## src/hw/stq_map.vh

```
// Purpose: register offsets, fields, reset values and timing counts
// Assumes: 32-bit apb data, one aligned word per register
// Notes: included by the trigger qualifier files
`ifndef STQ_MAP_VH
`define STQ_MAP_VH

`define STQ_CTRL_ADDR 12'h000
`define STQ_COUNT_ADDR 12'h004
`define STQ_DUR_ADDR 12'h008
`define STQ_DMAX_ADDR 12'h00C
`define STQ_PAT_ADDR 12'h010
`define STQ_STAT_ADDR 12'h014
`define STQ_ARM_ADDR 12'h018

// ctrl fields
`define STQ_CTRL_MODE_LO 0
`define STQ_CTRL_MODE_HI 1
`define STQ_CTRL_SRC 2
`define STQ_CTRL_SLOPE 3
`define STQ_CTRL_AUTO 4
`define STQ_CTRL_WHEN_LO 5
`define STQ_CTRL_WHEN_HI 7
// src=0 ch1, slope=0 rising, auto on, when entered, mode edge
`define STQ_CTRL_RESET 8'h10

`define STQ_MODE_EDGE 2'd0
`define STQ_MODE_PAT 2'd1
`define STQ_MODE_IMM 2'd2

`define STQ_WHEN_ENTER 3'd0
`define STQ_WHEN_EXIT 3'd1
`define STQ_WHEN_GT 3'd2
`define STQ_WHEN_LT 3'd3
`define STQ_WHEN_RANGE 3'd4

`define STQ_COUNT_MIN 15'h0001
`define STQ_COUNT_MAX 15'h7D00
`define STQ_DUR_MIN 24'h00_0002
`define STQ_DUR_MAX 24'hF4_2400
`define STQ_DMIN_MAX 24'h00_0010
`define STQ_DUR_RESET 24'h00_0002
`define STQ_DMAX_RESET 24'h00_0003

// timing
`define STQ_CLK_NS 20
`define STQ_TICK_NS 10
`define STQ_TICKS_PER_CLK (`STQ_CLK_NS / `STQ_TICK_NS)
`define STQ_AUTO_MS 50
`define STQ_AUTO_CYCLES ((`STQ_AUTO_MS * 1000000) / `STQ_CLK_NS)

`endif

```

## src/hw/stq_sync.v

```verilog
// Purpose: two flop synchroniser for one level per bit
// Assumes: destination clock is clk
// Notes: first stage feeds only the second
`timescale 1ns/1ns
`default_nettype none

module stq_sync #(
  parameter WIDTH = 2
) (
  input wire clk,
  input wire reset,
  input wire [WIDTH-1:0] async_in,
  output wire [WIDTH-1:0] sync_out
);

  reg [WIDTH-1:0] stage1;
  reg [WIDTH-1:0] stage2;

  genvar i;
  generate
    for (i = 0; i < WIDTH; i = i + 1)
    begin : g_bit
      always @(posedge clk or posedge reset)
      begin
        if (reset)
        begin
          stage1[i] <= 1'b0;
          stage2[i] <= 1'b0;
        end
        else
        begin
          stage1[i] <= async_in[i];
          stage2[i] <= stage1[i];
        end
      end
    end
  endgenerate

  assign sync_out = stage2;

endmodule // stq_sync

`default_nettype wire

```

## src/hw/stq_trigger.v

```verilog
// Purpose: scope trigger qualifier with apb registers
// Assumes: comparator inputs are levels, one per channel
// Notes: one trigger strobe per arming, then idles until re-armed
// Operation
// - source selector picks channel one or two
// - source defaults to channel one
// - slope selects rising or falling, reset rising
// - edge trigger after programmed edge count
// - event count 1 to 32000, reset 1
// - auto trigger after 50 ms, flag set
// - auto off waits forever, waiting status
// - auto trigger enabled after reset
// - entered: fire when pattern becomes true
// - exited: fire when pattern turns false
// - pattern condition resets to entered
// - longer-than fires on long true interval
// - shorter-than fires on short true interval
// - range fires between minimum and maximum
// - single limit 20 ns to 160 ms
// - range minimum 20-160 ns, max above
// - only first counted event needs duration
// - channel term high, low or ignored
// - all ignored pattern never triggers
// - mode edge, pattern or immediate
//
// The placing of the registers and the APB register port were decided locally.
`timescale 1ns/1ns
`default_nettype none
`include "stq_map.vh"

module stq_trigger #(
  parameter AUTO_CYCLES = `STQ_AUTO_CYCLES
) (
  input wire clk,
  input wire reset,
  input wire psel,
  input wire penable,
  input wire pwrite,
  input wire [11:0] paddr,
  input wire [31:0] pwdata,
  output reg [31:0] prdata,
  output wire pready,
  output wire pslverr,
  input wire [1:0] comp_above,
  output reg trig_strobe,
  output reg auto_triggered,
  output reg waiting
);

  localparam ST_IDLE = 2'd0;
  localparam ST_SEARCH = 2'd1;
  localparam ST_DONE = 2'd2;

  reg [7:0] ctrl;
  reg [14:0] count_cfg;
  reg [23:0] dur_cfg;
  reg [23:0] dmax_cfg;
  reg [3:0] pat_cfg;
  reg [1:0] state;
  reg [14:0] ev_cnt;
  reg [23:0] dur_tmr;
  reg dur_met;
  reg [31:0] auto_cnt;
  reg prev_src;
  reg prev_pat;
  reg real_trig;
  reg arm_req;

  wire [1:0] comp_s;
  wire [1:0] mode = ctrl[`STQ_CTRL_MODE_HI:`STQ_CTRL_MODE_LO];
  wire [2:0] when_sel = ctrl[`STQ_CTRL_WHEN_HI:`STQ_CTRL_WHEN_LO];
  wire auto_en = ctrl[`STQ_CTRL_AUTO];
  wire wr_en = psel & penable & pwrite;
  wire [23:0] next_tmr;
  wire [23:0] wr_val = pwdata[23:0];
  wire src_lvl;
  wire edge_seen;
  wire pat_true;
  wire pat_rise;
  wire pat_fall;
  wire [1:0] term_ok;
  wire [1:0] term_used;
  wire dur_ok;

  stq_sync #(
    .WIDTH(2)
  ) u_sync (
    .clk(clk),
    .reset(reset),
    .async_in(comp_above),
    .sync_out(comp_s)
  );

  // single-cycle zero-wait apb slave; bad address flags an error
  assign pready = 1'b1;
  assign pslverr = psel & penable & (paddr > `STQ_ARM_ADDR);

  assign src_lvl = comp_s[ctrl[`STQ_CTRL_SRC]];
  // rising when slope bit clear, falling when set
  assign edge_seen = ctrl[`STQ_CTRL_SLOPE] ? (prev_src & ~src_lvl)
                   : (~prev_src & src_lvl);

  // per channel: bit 2i = used, bit 2i+1 = want high
  genvar c;
  generate
    for (c = 0; c < 2; c = c + 1)
    begin : g_term
      assign term_used[c] = pat_cfg[2*c];
      assign term_ok[c] = ~pat_cfg[2*c] |
                          (comp_s[c] == pat_cfg[2*c+1]);
    end
  endgenerate

  assign pat_true = (|term_used) & (&term_ok);
  assign pat_rise = pat_true & ~prev_pat;
  assign pat_fall = ~pat_true & prev_pat;

  // timer in 10 ns units, saturating so long pulses stay long
  wire [31:0] tmr_sum = dur_tmr + `STQ_TICKS_PER_CLK;
  assign next_tmr = (dur_tmr > 24'hFF_FFFD) ? 24'hFF_FFFF
                  : tmr_sum[23:0];

  // range minimum is capped at 160 ns; the stored limit stays untouched
  // so a later switch back to the single-limit modes keeps its value
  wire [23:0] range_min = (dur_cfg > `STQ_DMIN_MAX) ? `STQ_DMIN_MAX
                        : dur_cfg;

  // dur_tmr holds the whole true time at the falling sample
  assign dur_ok = (when_sel == `STQ_WHEN_GT) ? (dur_tmr > dur_cfg)
    : (when_sel == `STQ_WHEN_LT) ? (dur_tmr < dur_cfg)
    : (dur_tmr > range_min) & (dur_tmr < dmax_cfg);

  // one event per pattern interval: entered counts rises, others falls
  reg pat_event;
  always @*
  begin
    pat_event = 1'b0;
    case (when_sel)
      `STQ_WHEN_ENTER: pat_event = pat_rise;
      `STQ_WHEN_EXIT: pat_event = pat_fall;
      `STQ_WHEN_GT,
      `STQ_WHEN_LT,
      `STQ_WHEN_RANGE: pat_event = pat_fall & (dur_met | dur_ok);
      default: pat_event = 1'b0;
    endcase
  end

  always @*
  begin
    real_trig = 1'b0;
    case (mode)
      `STQ_MODE_EDGE: real_trig = edge_seen & (ev_cnt + 15'd1 >= count_cfg);
      `STQ_MODE_PAT: real_trig = pat_event & (ev_cnt + 15'd1 >= count_cfg);
      `STQ_MODE_IMM: real_trig = 1'b1;
      default: real_trig = 1'b0;
    endcase
  end

  // register writes with range clamps
  always @(posedge clk or posedge reset)
  begin
    if (reset)
    begin
      ctrl <= `STQ_CTRL_RESET;
      count_cfg <= `STQ_COUNT_MIN;
      dur_cfg <= `STQ_DUR_RESET;
      dmax_cfg <= `STQ_DMAX_RESET;
      pat_cfg <= 4'h0;
      arm_req <= 1'b0;
    end
    else
    begin
      arm_req <= wr_en & (paddr == `STQ_ARM_ADDR) & pwdata[0];
      if (wr_en)
      begin
        case (paddr)
          `STQ_CTRL_ADDR: ctrl <= pwdata[7:0];
          `STQ_COUNT_ADDR:
          begin
            if (pwdata[14:0] < `STQ_COUNT_MIN || pwdata[31:15] != 17'h0)
              count_cfg <= (pwdata[31:15] != 17'h0) ? `STQ_COUNT_MAX
                         : `STQ_COUNT_MIN;
            else if (pwdata[14:0] > `STQ_COUNT_MAX)
              count_cfg <= `STQ_COUNT_MAX;
            else
              count_cfg <= pwdata[14:0];
          end
          `STQ_DUR_ADDR:
          begin
            if (wr_val < `STQ_DUR_MIN)
              dur_cfg <= `STQ_DUR_MIN;
            else if (wr_val > `STQ_DUR_MAX)
              dur_cfg <= `STQ_DUR_MAX;
            else
              dur_cfg <= wr_val;
          end
          `STQ_DMAX_ADDR:
          begin
            if (wr_val <= dur_cfg)
              dmax_cfg <= dur_cfg + 24'h00_0001;
            else
              dmax_cfg <= wr_val;
          end
          `STQ_PAT_ADDR: pat_cfg <= pwdata[3:0];
          default: ;
        endcase
      end
    end
  end

  always @*
  begin
    case (paddr)
      `STQ_CTRL_ADDR: prdata = {24'h0, ctrl};
      `STQ_COUNT_ADDR: prdata = {17'h0, count_cfg};
      `STQ_DUR_ADDR: prdata = {8'h0, dur_cfg};
      `STQ_DMAX_ADDR: prdata = {8'h0, dmax_cfg};
      `STQ_PAT_ADDR: prdata = {28'h0, pat_cfg};
      `STQ_STAT_ADDR: prdata = {27'h0, state == ST_DONE, comp_s,
                                waiting, auto_triggered};
      default: prdata = 32'h0;
    endcase
  end

  // search engine
  always @(posedge clk or posedge reset)
  begin
    if (reset)
    begin
      state <= ST_IDLE;
      ev_cnt <= 15'h0;
      dur_tmr <= 24'h0;
      dur_met <= 1'b0;
      auto_cnt <= 32'h0;
      prev_src <= 1'b0;
      prev_pat <= 1'b0;
      trig_strobe <= 1'b0;
      auto_triggered <= 1'b0;
      waiting <= 1'b0;
    end
    else
    begin
      prev_src <= src_lvl;
      prev_pat <= pat_true;
      trig_strobe <= 1'b0;
      if (arm_req)
      begin
        state <= ST_SEARCH;
        ev_cnt <= 15'h0;
        dur_tmr <= 24'h0;
        dur_met <= 1'b0;
        auto_cnt <= 32'h0;
        auto_triggered <= 1'b0;
        waiting <= 1'b0;
      end
      else
      begin
        case (state)
          ST_SEARCH:
          begin
            dur_tmr <= pat_true ? next_tmr : 24'h0;
            if (real_trig)
            begin
              trig_strobe <= 1'b1;
              waiting <= 1'b0;
              state <= ST_DONE;
            end
            else if (auto_en && auto_cnt >= AUTO_CYCLES - 1)
            begin
              trig_strobe <= 1'b1;
              auto_triggered <= 1'b1;
              waiting <= 1'b0;
              state <= ST_DONE;
            end
            else
            begin
              auto_cnt <= auto_cnt + 32'h1;
              waiting <= ~auto_en;
              if (mode == `STQ_MODE_EDGE && edge_seen)
                ev_cnt <= ev_cnt + 15'h1;
              else if (mode == `STQ_MODE_PAT && pat_event)
              begin
                ev_cnt <= ev_cnt + 15'h1;
                dur_met <= 1'b1;
              end
            end
          end
          ST_DONE: state <= ST_DONE;
          default: state <= ST_IDLE;
        endcase
      end
    end
  end

endmodule // stq_trigger

`default_nettype wire

```

## config.mk

```make
export PLATFORM = sky130hd
export DESIGN_NAME = stq_trigger
export DESIGN_NICKNAME = d
export VERILOG_FILES = /design/src/hw/stq_sync.v /design/src/hw/stq_trigger.v
export VERILOG_INCLUDE_DIRS = /design/src /design/src/hw
export SDC_FILE = /design/constraint.sdc
export NUM_CORES = 1
export LEC_CHECK = 0
export BUFFER_PORTS_ARGS = -buffer_cell sky130_fd_sc_hd__buf_2
export CORE_MARGIN = 3
export CORE_UTILIZATION = 45
export DETAILED_ROUTE_END_ITERATION = 16
export HOLD_SLACK_MARGIN = 0.03
export PLACE_DENSITY = 0.66
export SETUP_SLACK_MARGIN = 0.2
export SYNTH_ARGS = -nofsm -noshare
export SYNTH_HDL_FRONTEND = slang
export SYNTH_HIERARCHICAL = 1
export SYNTH_SLANG_ARGS = --single-unit
```

## constraint.sdc

```tcl
create_clock -name clk -period 6.05 [get_ports clk]
set_input_delay 0.605 -clock clk [delete_from_list [all_inputs] [get_ports clk]]
set_output_delay 0.605 -clock clk [all_outputs]
set_load 0.05 [all_outputs]
```

==> results.toml, run 1 <==
[critical_path]
crit_path_max_fanout = 24
r2r_end = "ev_cnt[0]$_DFFE_PP0P_"
slowest_stage = "o211ai_2"
worstSetupPathDepth = 16
reg2reg_setup_slack_ps = 680
start_kind = "flop"
crit_chain = "nor4_1, nand4_1, or4_1, a21oi_1, nand2_1, ha_1, nor2b_1, o211ai_1, a2111oi_0, o31ai_1, a311oi_2, o31ai_4, o211ai_2, buf_4, nor4_1, o21bai_1"
criticalPathCategory = "flop to flop"
required_ps = 6380
r2r_start = "dur_cfg[16]$_DFFE_PP0P_"
critPathTopFamily = "compound AO/OA/AOI/OAI gates"
reg2reg_depth = 16
end_kind = "flop"
path_buf_inv = 1
max_stage_delay_ps = 790
critPathCapture = "ev_cnt[0]$_DFFE_PP0P_"
critPathLaunch = "dur_cfg[16]$_DFFE_PP0P_"
path_common_cell = "nor4_1"
crit_arrival_ps = 5700

[synthesis]
synth_flop_cell = "dfrtp_1"
synth_fa_ha_area_share_pct = 12.52
synthMuxAreaShare_pct = 3.928
synth-edff-count = 0
synth_warnings = 6
synth_cell_type_count = 74
synth_seq_cells = 159
synth_top_family_by_area = "simple AND/OR/NAND/NOR gates"
syn_area_per_cell_um2 = 8.570
yosys.area_share.simple_pct = 20.33
synth_compound_area_share_pct = 19.61
synthXorXnorAreaFrac_pct = 3.297
ys_seq_area_share_pct = 34.09
synthArstFlopShare_pct = 100.0
syn_area_um2 = 11690
synth_cells = 1364

[placed_design]
place.gp.congestion = 0.8651
io_buffers = 78
dp_hpwl_mm = 24.43

[job]
drv_cap = 0

[global_route]
grt_usage_pct = 23.64
grt_pass1_wl_mm = 53.72
grt_pass1_vias = 9980
grt_antenna_before_repair = 0
grt_max_degree = 90
grt_overflow = 0

[power]
power_mw = 2.354
powerDensity_nw_per_um2 = 181.3
leakagePower_nw = 5.886
ir_worst_vdd_mv = 0.1437

[clocking]
root_buffer = "clkbuf_16"
clock_path_buffers = 2
cts.repair.resized = 0
ctsHoldBuffers = 0
cts_tree = "done"
clkTransAtPathRegs_ps = 80
ctsHtreeMaxLevel = 4
clkSinkCount = 159
cts_buffers = 17
cts_setup_buffers = 0
clk_latency_ps = 450

[floorplanning]
rows = 58
die_x_um = 167.2
die_height_um = 167.2
start_util_pct = 46.16
io_pins = 88
die_area_um2 = 27950
coreArea_um2 = 25330

[cells_and_area]
drive_gt1_share_pct = 11.29
fillers = 2343
diodes = 0
fin_nets = 1599
final_cell_mix = "153 x dfrtp_1, 123 x o21ai_0, 121 x nand2_1"
final_common_cell = "dfrtp_1"
syn_to_final_growth_pct = 11.07

[route]
wl_mm = 33.25
wl_per_cell_um = 18.74
drc = 0
antenna_left = 0
viasPerCell = 5.945
vias = 10547
drt_iter0_drc = 924
drtPass1Iterations = 7

[sta]
fin_crit_sh_pct = 88.72
setup_tns_ps = 0
grt_setup_unrepaired = "no"
worst_pin_slew_ps = 1155
fmax_mhz = 186.3
finalHoldViolCount = 0
slew_violations = 0
period_needed_ps = 5368
fin_worst_skew_ps = 18.22
finalSetupViolations = 0
slew_headroom_pct = 22.37

[worst_hold_path]
hold_class = "primary input to async pin"

[outcome]
outcome = "completed"
-- cell usage after synthesis (3+ instances only) --
cell      count  share of area [%]
nand4_1      34                1.8
o31ai_1      16                1.0
o21ai_0     123                5.3
nor2b_1      23                1.2
a21oi_1      86                3.7
or4_1        25                1.6
a211oi_1      5               0.32
nand3_1      54                2.3
o21bai_1      4               0.26
a21o_1       19                1.2
and2_1        4               0.21
or2_2         7               0.37
and3_1       22                1.2
nand2b_1      7               0.37
a22oi_1      12               0.77
nor4_2        3               0.32
buf_2         9               0.39
mux2_2       14                1.3
and4_1        5               0.37
a22o_1       30                2.2
o211ai_1      7               0.45
o21a_1        5               0.32
nor4_1       25                1.3
a211o_1       3               0.22
a222oi_1      6               0.51
a21boi_0      5               0.32
or3_1        17               0.91
nor3_1       22               0.94
buf_4        10               0.64
mux2i_1      29                2.5
dfstp_2       5                1.1
a31oi_1       6               0.32
nand3b_1      4               0.26
nand2_1     122                3.9
xor2_1       11               0.82
nor2_1       77                2.5
dfrtp_1     154                 33
clkbuf_1     45                1.4
xnor2_1      33                2.5
inv_1       114                3.7
ha_1        117                 13
a221oi_1      3               0.22
-- cell type report --
| class | count | area, um2 | area share (%) |
|---|---|---|---|
| multi-input cells | 1052 | 7087 | 54.58 |
| flip-flops and latches | 159 | 3986 | 30.70 |
| repair buffers | 87 | 457.9 | 3.527 |
| inverters | 114 | 432.9 | 3.334 |
| clock buffers | 18 | 429.2 | 3.305 |
| well taps | 330 | 412.9 | 3.180 |
| clock inverters | 14 | 177.7 | 1.368 |
-- routing by layer --
| layer | wire length (um) | vias up | part of all wire [%] | GRT usage (%) |
|---|---|---|---|---|
| met3 | 1833 | 43 | 5.5 | 3.872 |
| met4 | 554 | 0 | 1.7 | 5.265 |
| met2 | 15680 | 300 | 47 | 38.23 |
| met5 | 0 | - | 0 | 0 |
| li1 | - | 5060 | - | - |
| met1 | 15180 | 5144 | 46 | 33.63 |
-- per-stage QoR --
| step | std cells | setup slack [ps] | utilization [%] | area (um2) | hold slack, ps |
|---|---|---|---|---|---|
| 2_1_floorplan | 1390 | 1275 | - | 11790 | 331.2 |
| 3_3_place_gp | 1742 | 1003 | 48.87 | 12380 | 333.4 |
| 3_5_place_dp | 1742 | 929.1 | 48.87 | 12380 | 341.6 |
| 4_1_cts | 1774 | 862.0 | 51.26 | 12980 | 81.14 |
| 5_1_grt | 1774 | 387.6 | 51.26 | 12980 | 82.15 |
| 6_report | 1774 | 682.5 | 51.26 | 12980 | 82.39 |
-- logic make-up (layout without fill, tap and decap cells) --
logic type | Yosys count | in the layout
AO/OA/AOI/OAI | 360 | 360
buffers and inverters | 179 | 233
AND/OR/NAND/NOR | 459 | 459
XOR/XNOR | 44 | 44
multiplexers | 44 | 44
adder cells (fa/ha/maj) | 117 | 117
flip-flops | 159 | 159
other | 2 | 28
-- worst min path at each step --
stage / from / endpoint / slack [ps] / cells past startpoint
5_1_grt: reset / u_sync/sync_out[0]$_DFF_PP0_ / 80 / 2
3_3_place_gp: u_sync/stage1[0]$_DFF_PP0_ / u_sync/sync_out[0]$_DFF_PP0_ / 330 / 0
6_report: reset / u_sync/stage1[1]$_DFF_PP0_ / 80 / 2
4_1_cts: reset / u_sync/sync_out[0]$_DFF_PP0_ / 80 / 2
2_1_floorplan: u_sync/stage1[0]$_DFF_PP0_ / u_sync/sync_out[0]$_DFF_PP0_ / 330 / 0
3_5_place_dp: u_sync/stage1[1]$_DFF_PP0_ / u_sync/sync_out[1]$_DFF_PP0_ / 340 / 0
-- power breakdown --
group / switching (mW) / internal, mW / leakage [nW]
clock: 0.513 / 0.628 / 0.296
sequential: 0.00202 / 1.06 / 2.16
combinational: 0.101 / 0.0453 / 3.43
-- flip-flops by register name, indices dropped and copies added, names as in the netlist, 2 cells and up --
register / count
count_cfg: 15
auto_cnt: 32
dmax_cfg: 24
dur_cfg: 24
dur_tmr: 24
ctrl: 8
pat_cfg: 4
u_sync/sync_out: 2
u_sync/stage1: 2
ev_cnt: 15
state: 2
-- worst reg2reg max path, stage by stage (launching register included) --
cell and delay, ps:
dfrtp_1 460, nor4_1 410, nand4_1 190, or4_1 520, a21oi_1 290, nand2_1 100
ha_1 290, nor2b_1 140, o211ai_1 90, a2111oi_0 500, o31ai_1 140, a311oi_2 510
o31ai_4 210, o211ai_2 790, buf_4 350, nor4_1 70, o21bai_1 190
Note: power is estimated with default switching activity, not from simulation.
==> run 2: changes to the inputs <==
CORE_UTILIZATION = 44   (was 45)
PLACE_DENSITY = 0.64   (was 0.66)
==> results.toml, run 2 (synthesis results as in run 1) <==
[sta]
fmax_mhz = 198.4
slew_violations = 0
slew_headroom_pct = 21.19
worst_pin_slew_ps = 1172
finalSetupViolations = 0
fin_ws_ps = 1010
setup_tns_ps = 0
finalHoldViolCount = 0
period_needed_ps = 5040
fin_worst_skew_ps = 20.22
grt_setup_unrepaired = "no"
fin_crit_sh_pct = 83.31

[clocking]
cts.repair.resized = 0
root_buffer = "clkbuf_16"
clkTransAtPathRegs_ps = 80
cts_tree = "done"
ctsHtreeMaxLevel = 4
cts_buffers = 17
ctsHoldBuffers = 0
clk_latency_ps = 440
cts_setup_buffers = 0
clkSinkCount = 159
clock_path_buffers = 2

[route]
drtPass1Iterations = 7
wl_per_cell_um = 18.51
viasPerCell = 5.839
antenna_left = 0
drt_iter0_drc = 899
wl_mm = 32.97
drc = 0
vias = 10400

[power]
ir_worst_vdd_mv = 0.1621
powerDensity_nw_per_um2 = 182.5
power_mw = 2.376
leakagePower_nw = 5.902

[floorplanning]
start_util_pct = 44.86
io_pins = 88
die_area_um2 = 28560
rows = 59
die_x_um = 169.0
die_height_um = 169.0
coreArea_um2 = 26060

[global_route]
grt_overflow = 0
grt_usage_pct = 23.37
grt_pass1_wl_mm = 53.68
grt_antenna_before_repair = 0
grt_max_degree = 102
grt_pass1_vias = 9966

[critical_path]
criticalPathCategory = "flop to flop"
start_kind = "flop"
end_kind = "flop"
required_ps = 6370
crit_path_max_fanout = 28
crit_arrival_ps = 5360

[cells_and_area]
largest-register = "auto_cnt"
final_common_cell = "dfrtp_1"
fillers = 2509
fin_nets = 1601
fin_cells = 1781
largest_reg_flops = 32
diodes = 0
final_cell_mix = "153 x dfrtp_1, 123 x o21ai_0, 122 x nand2_1"
syn_to_final_growth_pct = 11.37
drive_gt1_share_pct = 11.41

[outcome]
outcome = "completed"

[placed_design]
io_buffers = 78
dp_hpwl_mm = 24.43
dp_worst_setup_slack_ps = 1080
dp_cells = 1749
place.gp.congestion = 0.8801

[job]
drv_cap = 0

[worst_hold_path]
hold_class = "primary input to async pin"
==> run 2: changes by cell type in the layout (fill, tap and decap cells not counted), sizes merged <==
| cell | delta |
|---|---|
| buf | +2 |
| clkinv | -2 |
| clkbuf | +1 |
| inv | +1 |
==> run 2: per-layer routing <==
layer / track usage [%] / part of all wire, % / routed length [um]
met1: 33.41 / 47 / 15510
met2: 37.30 / 46 / 15130
met3: 3.456 / 5.1 / 1689
met4: 6.140 / 2.0 / 648
met5: 0 / 0 / 0
==> run 2: worst max-delay path: stages (launching register included) <==
cell	delay [ps]
dfrtp_1	460
nor4_1	430
nand4_1	180
or4_1	520
a21oi_1	280
nand2_1	90
ha_1	290
nor2b_1	130
o211ai_1	150
a2111oi_0	120
o31ai_1	250
a311oi_2	220
or3_1	460
a21oi_2	860
nor4_1	120
mux2_1	340
==> run 2: path summary, 6_finish.rpt <==
kind                                            start                      endpoint  slack, ps  cells after the start
max in group asynchronous                       reset             arm_req$_DFF_PP0_       4340                      3
setup / recovery              dur_cfg[16]$_DFFE_PP0P_         ev_cnt[8]$_DFFE_PP0P_       1010                     15
setup reg to reg              dur_cfg[16]$_DFFE_PP0P_         ev_cnt[8]$_DFFE_PP0P_       1010                     15
hold / removal                                  reset  u_sync/sync_out[0]$_DFF_PP0_         80                      2
min in group clk                        comp_above[1]    u_sync/stage1[1]$_DFF_PP0_        280                      1
hold reg to reg            u_sync/stage1[1]$_DFF_PP0_  u_sync/sync_out[1]$_DFF_PP0_        350                      0
==> run 2: per-stage QoR <==
step / hold WS, ps / instance area (um2) / utilization, %
detailed placement: 337.0 / 12400 / 47.57
CTS: 77.48 / 13020 / 49.96
finish: 82.81 / 13020 / 49.96
global placement: 333.6 / 12400 / 47.57
global route: 95.32 / 13020 / 49.96
floorplan: 331.2 / 11790 / -
==> run 2: power breakdown <==
part	switching [mW]	total, mW	internal, mW
clock network	0.511	1.16	0.651
logic	0.102	0.147	0.0453
registers	0.00201	1.07	1.06
total	0.615	2.38	1.76
==> run 2: area by class of cell <==
class | instances | area, um2 | share of cell area [%]
flip-flops and latches | 159 | 3986 | 30.62
inverters | 114 | 432.9 | 3.325
multi-input cells | 1052 | 7084 | 54.42
well taps | 335 | 419.2 | 3.220
repair buffers | 89 | 473.0 | 3.633
clock inverters | 13 | 170.2 | 1.307
clock buffers | 19 | 452.9 | 3.479
==> run 3: changes to the inputs <==
clock period = 4.88 ns   (was 6.05 ns; I/O delays follow)
==> results.toml, run 3 (synthesis results as in run 1) <==
[cells_and_area]
fin_nets = 1619
drive_gt1_share_pct = 12.91
syn_to_final_growth_pct = 12.82
final_common_cell = "dfrtp_1"
largest-register = "auto_cnt"
fin_cells = 1799
final_cell_mix = "152 x dfrtp_1, 123 x o21ai_0, 122 x nand2_1"
final_util_pct = 50.61
largest_reg_flops = 32
fin_area_um2 = 13190
diodes = 0

[route]
drc = 0
drt_iter0_drc = 873
drtPass1Iterations = 7
antenna_left = 0
wl_mm = 33.94
viasPerCell = 5.929
wl_per_cell_um = 18.87
vias = 10666

[critical_path]
end_kind = "flop"
crit_arrival_ps = 4820
start_kind = "flop"
required_ps = 5210
criticalPathCategory = "flop to flop"
crit_path_max_fanout = 17

[clocking]
ctsHtreeMaxLevel = 4
cts_tree = "done"
clock_path_buffers = 2
clk_latency_ps = 440
clkSinkCount = 159
root_buffer = "clkbuf_16"
cts_buffers = 17
clkTransAtPathRegs_ps = 80

[floorplanning]
die_height_um = 169.0
rows = 59
io_pins = 88
start_util_pct = 44.86
coreArea_um2 = 26060
die_area_um2 = 28560
die_x_um = 169.0

[sta]
slew_headroom_pct = 25.15
finalSetupViolations = 0
slew_violations = 0
setup_tns_ps = 0
worst_pin_slew_ps = 1113
finalHoldViolCount = 0
fin_crit_sh_pct = 91.91
period_needed_ps = 4485
fmax_mhz = 222.9
fin_worst_skew_ps = 16.83
grt_setup_unrepaired = "yes"

[placed_design]
dp_cells = 1764
place.gp.congestion = 0.8875
dp_hpwl_mm = 25.31
io_buffers = 78
detailed_place.area_um2 = 12520

[global_route]
grt_max_degree = 78
grt_overflow = 0
grt_pass1_wl_mm = 54.15
grt_usage_pct = 23.73
grt_pass1_vias = 9983
grt_antenna_before_repair = 0

[job]
drv_cap = 0

[power]
powerDensity_nw_per_um2 = 219.5
ir_worst_vdd_mv = 0.1835
leakagePower_nw = 5.984

[worst_hold_path]
hold_class = "primary input to flop"

[outcome]
outcome = "completed"
run 3: cell types whose count changed in the layout (fill, tap and decap cells not counted), sizes merged:
cell / previous run / this run
buf: 89 / 106
clkinvlp: 1 / 2
clkinv: 2 / 4
inv: 122 / 121
dlygate4sd3: 0 / 1
bufinv: 2 / 1
clkbuf: 19 / 18
run 3: worst max-delay path, stage by stage, from the launching register on:
cell and delay [ps]:
dfrtp_1 430, nor4_2 340, nand4_1 160, or4_4 480, a21oi_2 190, nand2_1 100, ha_1 300, nor2b_1 130
o211ai_1 150, a2111oi_0 110, o31ai_1 250, a311oi_2 220, o31ai_4 420, buf_4 180, o21ai_2 50, buf_4 200
nor4_1 300, mux2_2 370
run 3: power breakdown:
part           internal (mW)  switching (mW)
sequential              1.32         0.00232
combinational         0.0606           0.130
clock                  0.732           0.650
total                   2.11           0.782
run 3: worst paths after layout:
check	slack, ps	to	depth (start not counted)	from
worst min-delay path	150	u_sync/stage1[0]$_DFF_PP0_	1	comp_above[0]
worst min register to register	350	u_sync/sync_out[1]$_DFF_PP0_	0	u_sync/stage1[1]$_DFF_PP0_
min in group asynchronous	550	u_sync/stage1[0]$_DFF_PP0_	3	reset
max in group asynchronous	3010	dur_tmr[13]$_DFFE_PP0P_	4	reset
worst max-delay path	390	auto_cnt[15]$_DFFE_PP0P_	17	dur_cfg[8]$_DFFE_PP0P_
worst max register to register	390	auto_cnt[15]$_DFFE_PP0P_	17	dur_cfg[8]$_DFFE_PP0P_
run 3: timing repair:
action                                 4_1_cts  5_1_grt
hold buffers                                 1        0
pin swaps                                    1        2
setup buffers                                1        1
setup endpoints to repair                   12       39
gates resized for setup                      0        9
endpoints found under the hold margin        4        0
gates cloned                                 0        0
run 3: area by class of cell:
cell class,instances,area (um2)
clock buffer,18,429.2
clock inverter,14,168.9
fill,2530,12870
inverter,114,432.9
multi-input combinational,1052,7128
sequential,159,3988
tap,335,419.2
timing repair buffer,107,623.1
run 3: metal layers:
| metal | share of wire, % | global-route usage (%) | wire length (um) | vias to the layer above |
|---|---|---|---|---|
| met4 | 2.5 | 7.869 | 839 | 0 |
| met5 | 0 | 0 | 0 | - |
| met2 | 47 | 38.26 | 15870 | 287 |
| met3 | 5.2 | 3.900 | 1757 | 60 |
| li1 | - | - | - | 5091 |
| met1 | 46 | 32.63 | 15470 | 5228 |
run 3: through the flow:
step           setup slack, ps  hold slack (ps)  power, mW
2_1_floorplan            222.1            254.1      1.467
3_3_place_gp             234.5            334.7      1.531
3_5_place_dp             176.9            334.7      1.535
6_report                 394.7            149.0      2.894
4_1_cts                  244.1            136.6      2.918
5_1_grt                  164.6            139.0      2.992
